<file path="src/rtl/emb_defs.vh">
// Shared constants of the external memory bus interface
`ifndef EMB_DEFS_VH
`define EMB_DEFS_VH

// ---------------------------------------------------------------
// Control register fields
// ---------------------------------------------------------------
`define EMB_MCU_SRE_BIT 7
`define EMB_MCU_UPW_LSB_BIT 6
`define EMB_CA_SECT_MSB 6
`define EMB_CA_SECT_LSB 4
`define EMB_CA_UPW_MSB_BIT 3
`define EMB_CA_LOW_MSB 1
`define EMB_CA_LOW_LSB 0
`define EMB_CB_KEEP_BIT 7
`define EMB_CB_HREL_MSB 2
`define EMB_CB_HREL_LSB 0

// ---------------------------------------------------------------
// Address map and timing
// ---------------------------------------------------------------
`define EMB_INT_TOP_NORMAL 16'h10ff
`define EMB_INT_TOP_COMPAT 16'h0fff
`define EMB_SECT_SHIFT 13
`define EMB_BASE_EXTRA 2'h1
`define EMB_RST_CTRL 8'h00

`endif

</file>
<file path="src/rtl/emb_wait_sel.v">
// Wait-state selection from sector boundary and configuration
`timescale 1ns/1ps
module emb_wait_sel (
    input wire [15:0] addr_i,
    input wire compat_i,
    input wire [7:0] mcu_ctrl_i,
    input wire [7:0] ctrl_a_i,
    output reg [1:0] wait_o
);
`include "emb_defs.vh"

    reg [2:0] sect_code;
    reg [1:0] upper_w;
    reg [1:0] lower_w;
    reg upper_hit;

    // Pick upper or lower sector wait count
    always @* begin
        sect_code = ctrl_a_i[`EMB_CA_SECT_MSB:`EMB_CA_SECT_LSB];
        upper_w = {ctrl_a_i[`EMB_CA_UPW_MSB_BIT], mcu_ctrl_i[`EMB_MCU_UPW_LSB_BIT]};
        lower_w = ctrl_a_i[`EMB_CA_LOW_MSB:`EMB_CA_LOW_LSB];
        // Code zero means one undivided region under the upper setting
        upper_hit = (sect_code == 3'h0) ||
                    (addr_i >= ({13'h0000, sect_code} << `EMB_SECT_SHIFT));
        if (compat_i) begin
            wait_o = {1'b0, mcu_ctrl_i[`EMB_MCU_UPW_LSB_BIT]};
        end else if (upper_hit) begin
            wait_o = upper_w;
        end else begin
            wait_o = lower_w;
        end
    end
endmodule // emb_wait_sel

</file>
<file path="src/rtl/emb_keeper.v">
// Bus-keeper holding the last level of the muxed data lines
`timescale 1ns/1ps
module emb_keeper #(
    parameter WIDTH = 8
) (
    input wire clk_i,
    input wire sys_rst_i,
    input wire enable_i,
    input wire float_i,
    input wire [WIDTH-1:0] pin_i,
    output reg [WIDTH-1:0] keep_val_o,
    output wire keep_oe_o
);

    // Track the level seen while the lines are driven
    always @(posedge clk_i) begin
        if (sys_rst_i) begin
            keep_val_o <= {WIDTH{1'b0}};
        end else if (!(enable_i && float_i)) begin
            keep_val_o <= pin_i;
        end
    end

    // Drive the held level only while nothing else drives
    assign keep_oe_o = enable_i && float_i;
endmodule // emb_keeper

</file>
<file path="src/rtl/emb_top.v">
// External memory bus interface: decode, strobe sequencing and pin override
`timescale 1ns/1ps
module emb_top (
    input wire clk_i,
    input wire sys_rst_i,
    // Configuration
    input wire compat_mode_i,
    input wire [7:0] mcu_ctrl_reg_i,
    input wire [7:0] ext_mem_ctrl_a_i,
    input wire [7:0] ext_mem_ctrl_b_i,
    // CPU data-space side
    input wire cpu_req_i,
    input wire cpu_we_i,
    input wire [15:0] cpu_addr_i,
    input wire [7:0] cpu_wdata_i,
    input wire cpu_next_ram_i,
    output wire cpu_stall_o,
    output wire cpu_int_sel_o,
    output reg cpu_done_o,
    output reg [7:0] cpu_rdata_o,
    // Ordinary port settings of the shared pins
    input wire [7:0] port_ad_out_i,
    input wire [7:0] port_ad_dir_i,
    input wire [7:0] port_ha_out_i,
    input wire [7:0] port_ha_dir_i,
    input wire [2:0] port_ctl_out_i,
    input wire [2:0] port_ctl_dir_i,
    // Pins
    input wire [7:0] muxed_low_addr_data_i,
    output reg [7:0] muxed_low_addr_data_o,
    output reg [7:0] muxed_low_addr_data_oe_o,
    output reg [7:0] high_addr_bus_o,
    output reg [7:0] high_addr_bus_oe_o,
    output reg ale_o,
    output reg ale_oe_o,
    output reg rd_n_o,
    output reg rd_n_oe_o,
    output reg wr_n_o,
    output reg wr_n_oe_o
);
`include "emb_defs.vh"

    // ---------------------------------------------------------------
    // States
    // ---------------------------------------------------------------
    localparam ST_IDLE = 2'h0;
    localparam ST_ADDR = 2'h1;
    localparam ST_STRB = 2'h2;

    // ---------------------------------------------------------------
    // Functions
    // ---------------------------------------------------------------
    // Pins kept by the bus for a given count of released high bits
    function [7:0] hi_keep_mask;
        input [2:0] rel;
        begin
            hi_keep_mask = 8'hff >> rel;
        end
    endfunction

    // Top of the internal data space for the active mode
    function [15:0] int_top;
        input compat;
        begin
            int_top = compat ? `EMB_INT_TOP_COMPAT : `EMB_INT_TOP_NORMAL;
        end
    endfunction

    // ---------------------------------------------------------------
    // Effective configuration
    // ---------------------------------------------------------------
    wire enable;
    wire [7:0] ctrl_a_eff;
    wire [7:0] ctrl_b_eff;
    wire keep_en;
    wire [7:0] ha_mask;
    wire is_ext;
    wire [1:0] wait_sel;

    // Enable bit in the MCU control register switches the bus on
    assign enable = mcu_ctrl_reg_i[`EMB_MCU_SRE_BIT];
    // Legacy mode hides both extended control registers
    assign ctrl_a_eff = compat_mode_i ? `EMB_RST_CTRL : ext_mem_ctrl_a_i;
    assign ctrl_b_eff = compat_mode_i ? `EMB_RST_CTRL : ext_mem_ctrl_b_i;
    assign keep_en = enable && ctrl_b_eff[`EMB_CB_KEEP_BIT];
    // Legacy mode forces all high address pins into use
    assign ha_mask = hi_keep_mask(ctrl_b_eff[`EMB_CB_HREL_MSB:`EMB_CB_HREL_LSB]);

    // Internal or external decision per address
    assign is_ext = cpu_addr_i > int_top(compat_mode_i);
    assign cpu_int_sel_o = cpu_req_i && !is_ext;

    emb_wait_sel u_wait_sel (
        .addr_i(cpu_addr_i),
        .compat_i(compat_mode_i),
        .mcu_ctrl_i(mcu_ctrl_reg_i),
        .ctrl_a_i(ctrl_a_eff),
        .wait_o(wait_sel)
    );

    // ---------------------------------------------------------------
    // Access sequencer
    // ---------------------------------------------------------------
    reg [1:0] state_r;
    reg [1:0] state_nxt;
    reg [1:0] cnt_r;
    reg [1:0] cnt_nxt;
    reg we_r;
    reg [7:0] wdata_r;
    reg [7:0] hi_addr_r;
    reg ale_r;
    reg rd_n_r;
    reg wr_n_r;
    reg ad_drv_r;
    reg [7:0] ad_val_r;
    wire ext_start;
    wire strb_last;
    wire take;
    wire strb_on;
    wire off_ext;

    assign ext_start = (state_r == ST_IDLE) && cpu_req_i && is_ext && enable;
    assign strb_last = (state_r == ST_STRB) && (cnt_r == 2'h0);
    // CPU waits from the request cycle until the last strobe cycle, which it sees unstalled
    assign cpu_stall_o = ext_start || ((state_r != ST_IDLE) && !strb_last);
    // Any request in idle while enabled opens an address cycle, internal ones too
    assign take = (state_r == ST_IDLE) && cpu_req_i && enable;
    // Cycles that lead into a strobe cycle: the address cycle and all but the last strobe
    assign strb_on = (state_r == ST_ADDR) || ((state_r == ST_STRB) && !strb_last);
    // High address with the bus switched off is answered at once, no alias
    assign off_ext = cpu_req_i && is_ext && !enable;

    // Access timing, W being the selected wait count:
    //   request cycle: stall raised, address and latch strobe registered
    //   address cycle: latch strobe high, low address on the muxed lines
    //   strobe cycles: W + 1 of them, read or write strobe low, latch strobe low
    //   following cycle: strobe high, done pulse, trailing latch pulse if asked
    //   internal access: address cycle only, read and write strobes stay high
    // The CPU sees W + 2 stall cycles per external byte; a new request may
    // follow in the cycle after the last strobe cycle.

    // Next state
    always @* begin
        state_nxt = state_r;
        cnt_nxt = cnt_r;
        case (state_r)
            ST_IDLE: begin
                if (ext_start) begin
                    state_nxt = ST_ADDR;
                    cnt_nxt = wait_sel;
                end
            end
            ST_ADDR: begin
                state_nxt = ST_STRB;
            end
            ST_STRB: begin
                // One base strobe cycle plus one per wait-state
                if (cnt_r == 2'h0) begin
                    state_nxt = ST_IDLE;
                end else begin
                    cnt_nxt = cnt_r - 2'h1;
                end
            end
            default: begin
                state_nxt = ST_IDLE;
            end
        endcase
    end

    // Sequencer registers
    always @(posedge clk_i) begin
        if (sys_rst_i) begin
            state_r <= ST_IDLE;
            cnt_r <= 2'h0;
        end else begin
            state_r <= state_nxt;
            cnt_r <= cnt_nxt;
        end
    end

    // Request capture
    always @(posedge clk_i) begin
        if (sys_rst_i) begin
            we_r <= 1'b0;
            wdata_r <= 8'h00;
            hi_addr_r <= 8'h00;
        end else if (take) begin
            we_r <= cpu_we_i;
            wdata_r <= cpu_wdata_i;
            hi_addr_r <= cpu_addr_i[15:8];
        end
    end

    // Latch strobe: high in the address cycle, low through the transfer
    always @(posedge clk_i) begin
        if (sys_rst_i) begin
            ale_r <= 1'b0;
        end else if (take) begin
            // Internal accesses pulse it too; their strobes stay high
            ale_r <= 1'b1;
        end else if (strb_last) begin
            // Trailing pulse only when the next instruction touches RAM
            ale_r <= cpu_next_ram_i;
        end else begin
            ale_r <= 1'b0;
        end
    end

    // Read strobe: low only through the strobe cycles of an external read
    always @(posedge clk_i) begin
        if (sys_rst_i) begin
            rd_n_r <= 1'b1;
        end else if (strb_on) begin
            rd_n_r <= we_r;
        end else begin
            rd_n_r <= 1'b1;
        end
    end

    // Write strobe: low only through the strobe cycles of an external write
    always @(posedge clk_i) begin
        if (sys_rst_i) begin
            wr_n_r <= 1'b1;
        end else if (strb_on) begin
            wr_n_r <= !we_r;
        end else begin
            wr_n_r <= 1'b1;
        end
    end

    // Muxed bus drive: address first, then write data or release for reads
    always @(posedge clk_i) begin
        if (sys_rst_i) begin
            ad_drv_r <= 1'b0;
            ad_val_r <= 8'h00;
        end else if (take) begin
            ad_drv_r <= 1'b1;
            ad_val_r <= cpu_addr_i[7:0];
        end else if (strb_on) begin
            ad_drv_r <= we_r;
            ad_val_r <= we_r ? wdata_r : ad_val_r;
        end else begin
            ad_drv_r <= 1'b0;
        end
    end

    // Completion pulse after the last strobe cycle or an answered high access
    always @(posedge clk_i) begin
        if (sys_rst_i) begin
            cpu_done_o <= 1'b0;
        end else begin
            cpu_done_o <= strb_last || off_ext;
        end
    end

    // Read data: bus level in the last strobe cycle, zero with the bus off
    always @(posedge clk_i) begin
        if (sys_rst_i) begin
            cpu_rdata_o <= 8'h00;
        end else if (strb_last && !we_r) begin
            cpu_rdata_o <= muxed_low_addr_data_i;
        end else if (off_ext) begin
            cpu_rdata_o <= 8'h00;
        end
    end

    // ---------------------------------------------------------------
    // Bus-keeper
    // ---------------------------------------------------------------
    wire [7:0] keep_val;
    wire keep_oe;
    wire ad_float;

    // Lines float when the bus neither drives nor awaits read data
    // The keeper samples the pin, so it also holds the last read byte
    assign ad_float = !ad_drv_r && rd_n_r;

    emb_keeper #(
        .WIDTH(8)
    ) u_keeper (
        .clk_i(clk_i),
        .sys_rst_i(sys_rst_i),
        .enable_i(keep_en),
        .float_i(ad_float),
        .pin_i(muxed_low_addr_data_i),
        .keep_val_o(keep_val),
        .keep_oe_o(keep_oe)
    );

    // ---------------------------------------------------------------
    // Pin override
    // ---------------------------------------------------------------
    // Muxed lines: bus or keeper level while enabled, port settings otherwise
    always @* begin
        if (enable) begin
            muxed_low_addr_data_oe_o = {8{ad_drv_r | keep_oe}};
            muxed_low_addr_data_o = ad_drv_r ? ad_val_r : keep_val;
        end else begin
            muxed_low_addr_data_oe_o = port_ad_dir_i;
            muxed_low_addr_data_o = port_ad_out_i;
        end
    end

    // High address: kept pins carry the address, released pins go to the port
    always @* begin
        if (enable) begin
            high_addr_bus_oe_o = ha_mask | (port_ha_dir_i & ~ha_mask);
            high_addr_bus_o = (hi_addr_r & ha_mask) | (port_ha_out_i & ~ha_mask);
        end else begin
            high_addr_bus_oe_o = port_ha_dir_i;
            high_addr_bus_o = port_ha_out_i;
        end
    end

    // Latch strobe pin: always an output while the bus is enabled
    always @* begin
        if (enable) begin
            ale_oe_o = 1'b1;
            ale_o = ale_r;
        end else begin
            ale_oe_o = port_ctl_dir_i[2];
            ale_o = port_ctl_out_i[2];
        end
    end

    // Read strobe pin: always an output while the bus is enabled
    always @* begin
        if (enable) begin
            rd_n_oe_o = 1'b1;
            rd_n_o = rd_n_r;
        end else begin
            rd_n_oe_o = port_ctl_dir_i[1];
            rd_n_o = port_ctl_out_i[1];
        end
    end

    // Write strobe pin: always an output while the bus is enabled
    always @* begin
        if (enable) begin
            wr_n_oe_o = 1'b1;
            wr_n_o = wr_n_r;
        end else begin
            wr_n_oe_o = port_ctl_dir_i[0];
            wr_n_o = port_ctl_out_i[0];
        end
    end
endmodule // emb_top

</file>
<file path="config.mk">
export PLATFORM = sky130hd
export DESIGN_NAME = emb_top
export DESIGN_NICKNAME = d
export VERILOG_FILES = /design/src/rtl/emb_wait_sel.v /design/src/rtl/emb_keeper.v /design/src/rtl/emb_top.v
export VERILOG_INCLUDE_DIRS = /design/src /design/src/rtl
export SDC_FILE = /design/constraint.sdc
export NUM_CORES = 1
export LEC_CHECK = 0
export ABC_AREA = 1
export BUFFER_PORTS_ARGS = -buffer_cell sky130_fd_sc_hd__buf_2
export CAP_MARGIN = 10
export CORE_UTILIZATION = 45
export CTS_CLUSTER_DIAMETER = 100
export DETAILED_ROUTE_END_ITERATION = 6
export GPL_ROUTABILITY_DRIVEN = 0
export HOLD_SLACK_MARGIN = 0.06
export PLACE_DENSITY = 0.81
export SLEW_MARGIN = 20
export SYNTH_ARGS = -nofsm -noshare
export SYNTH_HDL_FRONTEND = slang
export SYNTH_SLANG_ARGS = --single-unit
</file>
<file path="constraint.sdc">
create_clock -name clk_i -period 1.6 [get_ports clk_i]
set_input_delay 0.16 -clock clk_i [delete_from_list [all_inputs] [get_ports clk_i]]
set_output_delay 0.16 -clock clk_i [all_outputs]
set_load 0.02 [all_outputs]
</file>
==> results of run 1 <==
layout by cell type, fill, tap and decap left out, types with 4 or more instances in the layout:
cell,count
inv_2,5
buf_6,4
or2_2,6
nor2_4,6
a21oi_1,24
o21ai_0,37
a31oi_1,8
mux2_2,4
inv_1,29
buf_2,129
nand2_1,112
clkbuf_8,5
nand3_1,22
nor2_1,56
dfxtp_1,47
ha_1,6
nand2_2,7
buf_4,15
where the power goes:
group          total [mW]  internal, mW  switching (mW)
Combinational       0.851         0.339           0.512
Clock               0.870         0.468           0.402
Sequential           1.36          1.32          0.0390
Yosys cell counts:
master / count
mux2_4: 1
nor2_2: 2
o21ai_1: 1
a31oi_1: 8
clkinv_2: 1
buf_4: 4
a21oi_4: 1
nand3_1: 22
nor2_8: 1
or2_2: 6
o21ai_2: 1
nand4_1: 3
ha_1: 9
o21ai_0: 39
buf_2: 4
nand2_2: 1
mux2_2: 4
nand3_2: 2
and3_1: 1
nor3b_1: 1
a21oi_1: 26
nor2_4: 5
inv_2: 7
clkbuf_1: 8
nand2_1: 118
dfxtp_1: 50
nor2_1: 57
o31ai_1: 2
inv_1: 29
nand4_2: 1
flip-flops by register name, summed over array words and instances (netlist names):
name,count
ad_drv_r,1
cpu_done_o,1
we_r,1
cnt_r,2
state_r,2
u_keeper.keep_val_o,8
wr_n_r,1
cpu_rdata_o,8
ale_r,1
rd_n_r,1
ad_val_r,8
wdata_r,8
hi_addr_r,8
path summary, 6_finish.rpt:
path         slack, ps                      start                           to  cells after the start
min                 90             cpu_wdata_i[2]      wdata_r[2]$_SDFFE_PP0P_                      3
max                 40          rd_n_r$_SDFF_PP1_  muxed_low_addr_data_oe_o[4]                      6
min reg2reg        450  hi_addr_r[2]$_SDFFE_PP0P_    hi_addr_r[2]$_SDFFE_PP0P_                      2
max reg2reg        140      cnt_r[1]$_SDFFE_PP0P_  cpu_rdata_o[6]$_SDFFE_PP0P_                      9
logic make-up (layout without fill, tap and decap cells):
group / after synthesis / count (layout)
simple gates: 220 / 221
buf+inv: 53 / 194
compound gates: 78 / 78
mux: 5 / 5
flops: 50 / 50
fa+ha+maj: 9 / 9
routing by layer:
metal	wire, µm	track usage	up-vias
li1	-	-	1624
met1	3470	0.303	1468
met2	4140	0.439	143
met3	569	0.0420	31
met4	233	0.105	0
met5	0	0	-
through the flow:
stage	utilization	hold slack, ps
5_1_grt	0.644	86.7
3_3_place_gp	0.596	417
6_report	0.644	93.8
3_5_place_dp	0.596	415
2_1_floorplan	-	303
4_1_cts	0.622	91.4
layout make-up:
type	instances	area (µm²)	share of cell area
multi-input combinational	313	1660	0.432
sequential	50	1000	0.262
timing repair buffer	149	818	0.213
inverter	37	154	0.0401
tap	75	93.8	0.0245
clock buffer	7	76.3	0.0199
clock inverter	1	30.0	0.00783
repair_timing:
action                     in CTS  in global routing
setup buffers                   2                  1
cloned                          0                  1
gates resized for setup         8                 33
pin swaps                       1                  9
hold endpoints to repair        0                  0
setup endpoints to repair       2                 22
worst reg2reg max path: cells and delay by family (launching register included):
family	cells	cell delay [ps]
buf+inv	4	350
fa+ha+maj	1	190
flops	1	320
compound gates	1	70
simple gates	3	400
==> summary.md, run 1 <==
| Metric | Value |
|---|---|
| Placed cell areas | `0.00355 mm²` |
| CTS tree | `yes` |
| Synth Area in Adders | `0.0405` |
| # hold bufs at CTS | `0` |
| Share of the synthesized area in compound gates (AO/OA/AOI/OAI) | `0.151` |
| Synth unique cells | `30` |
| Final Hold Violating Endpoints | `0` |
| Mapped Nets | `approximately 520` |
| Synth area leader | `dfxtp_1` |
| WL per Instance | `13.3 µm` |
| Yosys Warn Count | `0` |
| Crit path DAT | `1400 ps` |
| Mux contribution to synthesized area | `0.0216` |
| Clock tree buffer depth | `2` |
| Antenna Diode Count | `0` |
| Routed via count | `between 3k and 4k` |
| I/O Buffers | `around 140` |
| Worst EP required | `about 1400 ps` |
| Status | `finished clean` |
| Post-Synth XOR/XNOR Area | `0` |
| Pwr Total | `between 3 and 4 mW` |
| Worst-Margin Slew | `591 ps` |
| # rows | `28` |
| Fin crit period | `1560 ps` |
| I/O pin count | `around 150` |
| Tcrit/Tclk final | `0.976` |
| Final worst slack | `a little under 40 ps` |
| Crit Path Class | `register to output pin` |
| Synthesized area | `around 0.0028 mm²` |
| Post-Syn Instances | `415` |
| TritonCTS Sinks | `50` |
| Vias in the first global route | `around 2.9k` |
| CP Cell Sequence | `nand2_2 > nor2_2 > and3_4 > a21oi_4 > nand2_1 > buf_2` |
| Post-Route WL | `between 8000 and 9000 µm` |
| Largest cells by area after synthesis | `dfxtp_1 (36%), nand2_1 (16%), nor2_1 (7.7%)` |
| Largest net degree at the start of global routing | `30` |
| Crit Path Max Fanout | `8` |
| Final ANT Viol Nets | `0` |
| Total Routing Usage GR | `0.252` |
| Yosys reg bits | `50` |
| Crit-path max cell delay | `330 ps` |
| Root Buffer | `clkbuf_8` |
| Fillers | `roughly 530` |
| Layout cells sized above 1 | `0.373` |
| Synth Area in Simple Gates | `0.347` |
| H-tree levels | `2` |
| Final setup fails | `0` |
| DRT iter0 DRCs | `between 200 and 300` |
| Drt pass-1 iters | `5` |
| Total congestion overflow | `0` |
| Die height | `approximately 80 µm` |
| F_max | `around 640 MHz` |
| Final Max Tran Viols | `0` |
| Lkg Pwr | `1.91 nW` |
| Area share of the largest cell type after synthesis | `0.360` |
| Largest family of logic cells by synthesized area | `simple AND/OR/NAND/NOR gates` |
| Clock Skew | `approximately 2.3 ps` |
| VDD IR-drop max | `about 0.44 mV` |
| Clock transition at path regs | `around 80 ps` |
| First-pass GRT wire length | `12600 µm` |
| Final Net Count | `665` |
| Final std cells w/o fill | `roughly 630` |
| Sequential fraction of the synthesis area | `0.360` |
| Die Area | `roughly 0.0065 mm²` |
| Max cap viols | `0` |
| Setup TNS | `0 ps` |
| Placement Setup Slack | `-45.5 ps` |
| Worst Setup End Kind | `output pin` |
| CTS Buf Count | `5` |
| Post-detail-place hpwl | `6030 µm` |
| Relative slew slack | `0.606` |
| Power Dens Cells | `between 800 and 900 mW/mm²` |
| DIE WIDTH | `~81 µm` |
| Setup crit start kind | `register` |
| Area added between synthesis and finish | `38.0%` |
| Placed Instances | `620` |
| Vias per cell | `about 5.2` |
| CP bufs+invs | `1` |
| Clock insertion delay at the later pin of the skew report | `around 300 ps` |
| Min-delay worst type | `input port to register` |
| # DRC | `0` |
| Mapped Avg Cell Area | `around 6.7 µm²` |
| Fin area | `approximately 0.0038 mm²` |
| Initial Util | `0.467` |
| Crit path max-delay family | `simple AND/OR/NAND/NOR gates` |
| Slowest CP cell | `dfxtp_2` |
| Initial antenna violation count | `0` |
| Core area | `a little under 0.006 mm²` |
Note: power is estimated with default switching activity, not from simulation.
==> inputs of run 2 (changes only) <==
--- a/config.mk
+++ b/config.mk
@@ -6,7 +6,6 @@
 export SDC_FILE = /design/constraint.sdc
 export NUM_CORES = 1
 export LEC_CHECK = 0
-export ABC_AREA = 1
 export BUFFER_PORTS_ARGS = -buffer_cell sky130_fd_sc_hd__buf_2
 export CAP_MARGIN = 10
 export CORE_UTILIZATION = 45
==> run 2 against run 1 <==
  * Clock power shrank 13%
  * Combinational power shrank 0.9%
  * Critical path depth is the same
  * Register-to-register slack lost 80 ps
  * Setup slack lost 24 ps
  * Sequential power is essentially flat
  * Largest cell class unchanged
==> summary.md, run 2 <==
| Metric | Value |
|---|---|
| Vias in the first global route | `roughly 2.7k` |
| Initial Util | `0.470` |
| Root Buffer | `clkbuf_8` |
| I/O pin count | `149` |
| Total Routing Usage GR | `0.238` |
| Antenna Diode Count | `0` |
| Min-delay worst type | `input port to register` |
| Die height | `approximately 80 µm` |
| DIE WIDTH | `slightly above 80 µm` |
| Core area | `roughly 0.0060 mm²` |
| Area share of the largest cell type after synthesis | `0.358` |
| Layout cells sized above 1 | `0.464` |
| Worst Setup End Kind | `output pin` |
| Footprint of the multi-input gates | `around 0.0018 mm²` |
| Unrepaired setup endpoints after global routing | `yes` |
| Largest cells by area after synthesis | `dfxtp_1 (36%), mux2i_1 (8.9%), nand2_1 (6.7%)` |
| Post-Syn Instances | `341` |
| Status | `finished clean` |
| Tcrit/Tclk final | `0.991` |
| Fin crit period | `roughly 1600 ps` |
| Mapped Avg Cell Area | `a little over 8 µm²` |
| Commonest cells in the synthesized netlist | `dfxtp_1 (50), nand2_1 (50), nor2_1 (41), a21oi_1 (34), mux2i_1 (25)` |
| Final Max Tran Viols | `0` |
| Max cap viols | `0` |
| Die Area | `about 0.0065 mm²` |
| Power Dens Cells | `731 mW/mm²` |
| Synth area leader | `dfxtp_1` |
| Yosys Warn Count | `0` |
| I/O Buffers | `roughly 140` |
| CTS tree | `yes` |
| Worst-Margin Slew | `641 ps` |
| Sequential fraction of the synthesis area | `0.358` |
| H-tree levels | `2` |
| Total congestion overflow | `0` |
| Worst EP required | `between 1000 and 1500 ps` |
| First-pass GRT wire length | `12100 µm` |
| Pwr Total | `~2.9 mW` |
| Mapped Nets | `between 400 and 500` |
| Clock insertion delay at the later pin of the skew report | `320 ps` |
| Fin Hold WS | `72.8 ps` |
| Primary FF master, synth | `dfxtp_1` |
| Yosys reg bits | `50` |
| Most frequent cells in the layout | `buf_2 (129), nand2_1 (47), dfxtp_1 (47)` |
| VDD IR-drop max | `0.483 mV` |
| Vias per cell | `roughly 5.3` |
| Setup crit start kind | `register` |
| Post-Route WL | `8430 µm` |
| Global routing usage on met2 | `0.408` |
| Final Net Count | `~600` |
| Clock transition at path regs | `approximately 90 ps` |
| Most common cell after layout, fill and taps aside | `buf_2` |
| Largest net degree at the start of global routing | `36` |
| Relative slew slack | `0.573` |
| # rows | `28` |
| Final Hold Violating Endpoints | `0` |
| Final ANT Viol Nets | `0` |
| Met3 Use GR | `0.0393` |
| Crit Path Max Fanout | `4` |
| GRT Max-Usage Layer | `met2` |
| Clock Skew | `~2.5 ps` |
| F_max | `631 MHz` |
| Post-detail-place hpwl | `6150 µm` |
| Placed Instances | `between 500 and 600` |
| # DRC | `0` |
| Register area | `approximately 0.001 mm²` |
| Synthesized area | `between 0.002 and 0.003 mm²` |
| Initial antenna violation count | `0` |
| Fillers | `around 490` |
| DRT iter0 DRCs | `between 200 and 250` |
| Drt pass-1 iters | `4` |
| Crit path DAT | `about 1400 ps` |
| Final std cells w/o fill | `about 570` |
| CTS Buf Count | `5` |
| # hold bufs at CTS | `0` |
| Synth unique cells | `39` |
| Final setup fails | `0` |
| EDFF count, synth | `0` |
| Clock tree buffer depth | `2` |
| Crit Path Class | `register to output pin` |
| TritonCTS Sinks | `50` |
| Synth async-reset ratio | `0` |
| WL per Instance | `roughly 15 µm` |
| Routed via count | `roughly 3k` |
| Area added between synthesis and finish | `44.0%` |
| Met1 GRT Util | `0.296` |
| Lkg Pwr | `~1.9 nW` |
-- run 2: cell count changes after synthesis, moves of 7 or more --
cell	change
nand2_1	-68
mux2i_1	+25
o21ai_0	-25
nand3_1	-18
nor2_1	-16
inv_1	-10
a211oi_1	+9
a21oi_1	+8
a2bb2oi_1	+8
nand2b_1	+8
a31oi_1	-7
inv_2	-7
mux2_2	+7
-- run 2: cells by family after synthesis --
kind of cell             after synthesis  synth area share
AND/OR/NAND/NOR                      137             0.236
AO/OA/AOI/OAI                         72             0.167
flip-flops                            50             0.358
buffers and inverters                 37            0.0657
multiplexers                          36             0.134
adder cells (fa/ha/maj)                9            0.0402
-- run 2: per-layer routing --
layer | vias to the layer above | wire (µm)
met5 | - | 0
met4 | 0 | 144
met3 | 16 | 435
met2 | 110 | 4380
met1 | 1396 | 3460
li1 | 1487 | -
-- run 2: final cells by class --
type                       count  share of cell area
multi-input combinational    254               0.451
sequential                    50               0.249
timing repair buffer         164               0.236
tap                           75              0.0233
inverter                      19              0.0196
clock buffer                   5              0.0171
clock inverter                 2             0.00342
-- run 2: final timing paths --
| check | startpoint | endpoint | slack (ps) | cells after the start |
|---|---|---|---|---|
| max reg2reg | cnt_r[0]$_SDFFE_PP0P_ | ad_val_r[7]$_SDFFE_PP0P_ | 60 | 7 |
| max | cnt_r[0]$_SDFFE_PP0P_ | cpu_stall_o | 20 | 6 |
| min reg2reg | hi_addr_r[4]$_SDFFE_PP0P_ | hi_addr_r[4]$_SDFFE_PP0P_ | 460 | 2 |
| min | cpu_wdata_i[7] | wdata_r[7]$_SDFFE_PP0P_ | 70 | 3 |
-- run 2: repair_timing --
action,4_1_cts,5_1_grt
gates resized for setup,10,42
endpoints found under the setup margin,28,24
pin swaps,2,14
setup buffers,1,2
gates cloned,0,0
-- run 2: critical path, stage by stage (launching register included) --
cell	delay [ps]
dfxtp_2	340
inv_1	60
ha_2	240
inv_2	70
a21oi_1	170
nand2_2	90
buf_6	130
-- run 2: power breakdown --
part / internal [mW] / switching (mW)
combinational: 0.383 / 0.460
sequential: 1.31 / 0.0414
clock: 0.303 / 0.452
-- run 2: stage by stage --
| step | TNS, ps | util | setup WS (ps) | cell area, µm² |
|---|---|---|---|---|
| after floorplan | -148 | - | -17.1 | 2910 |
| after global placement | -2370 | 0.633 | -296 | 3770 |
| after detailed placement | -3200 | 0.633 | -329 | 3770 |
| after CTS | -304 | 0.656 | -47.5 | 3910 |
| after global routing | -149 | 0.677 | -51.8 | 4030 |
| final | 0 | 0.677 | 15.0 | 4030 |
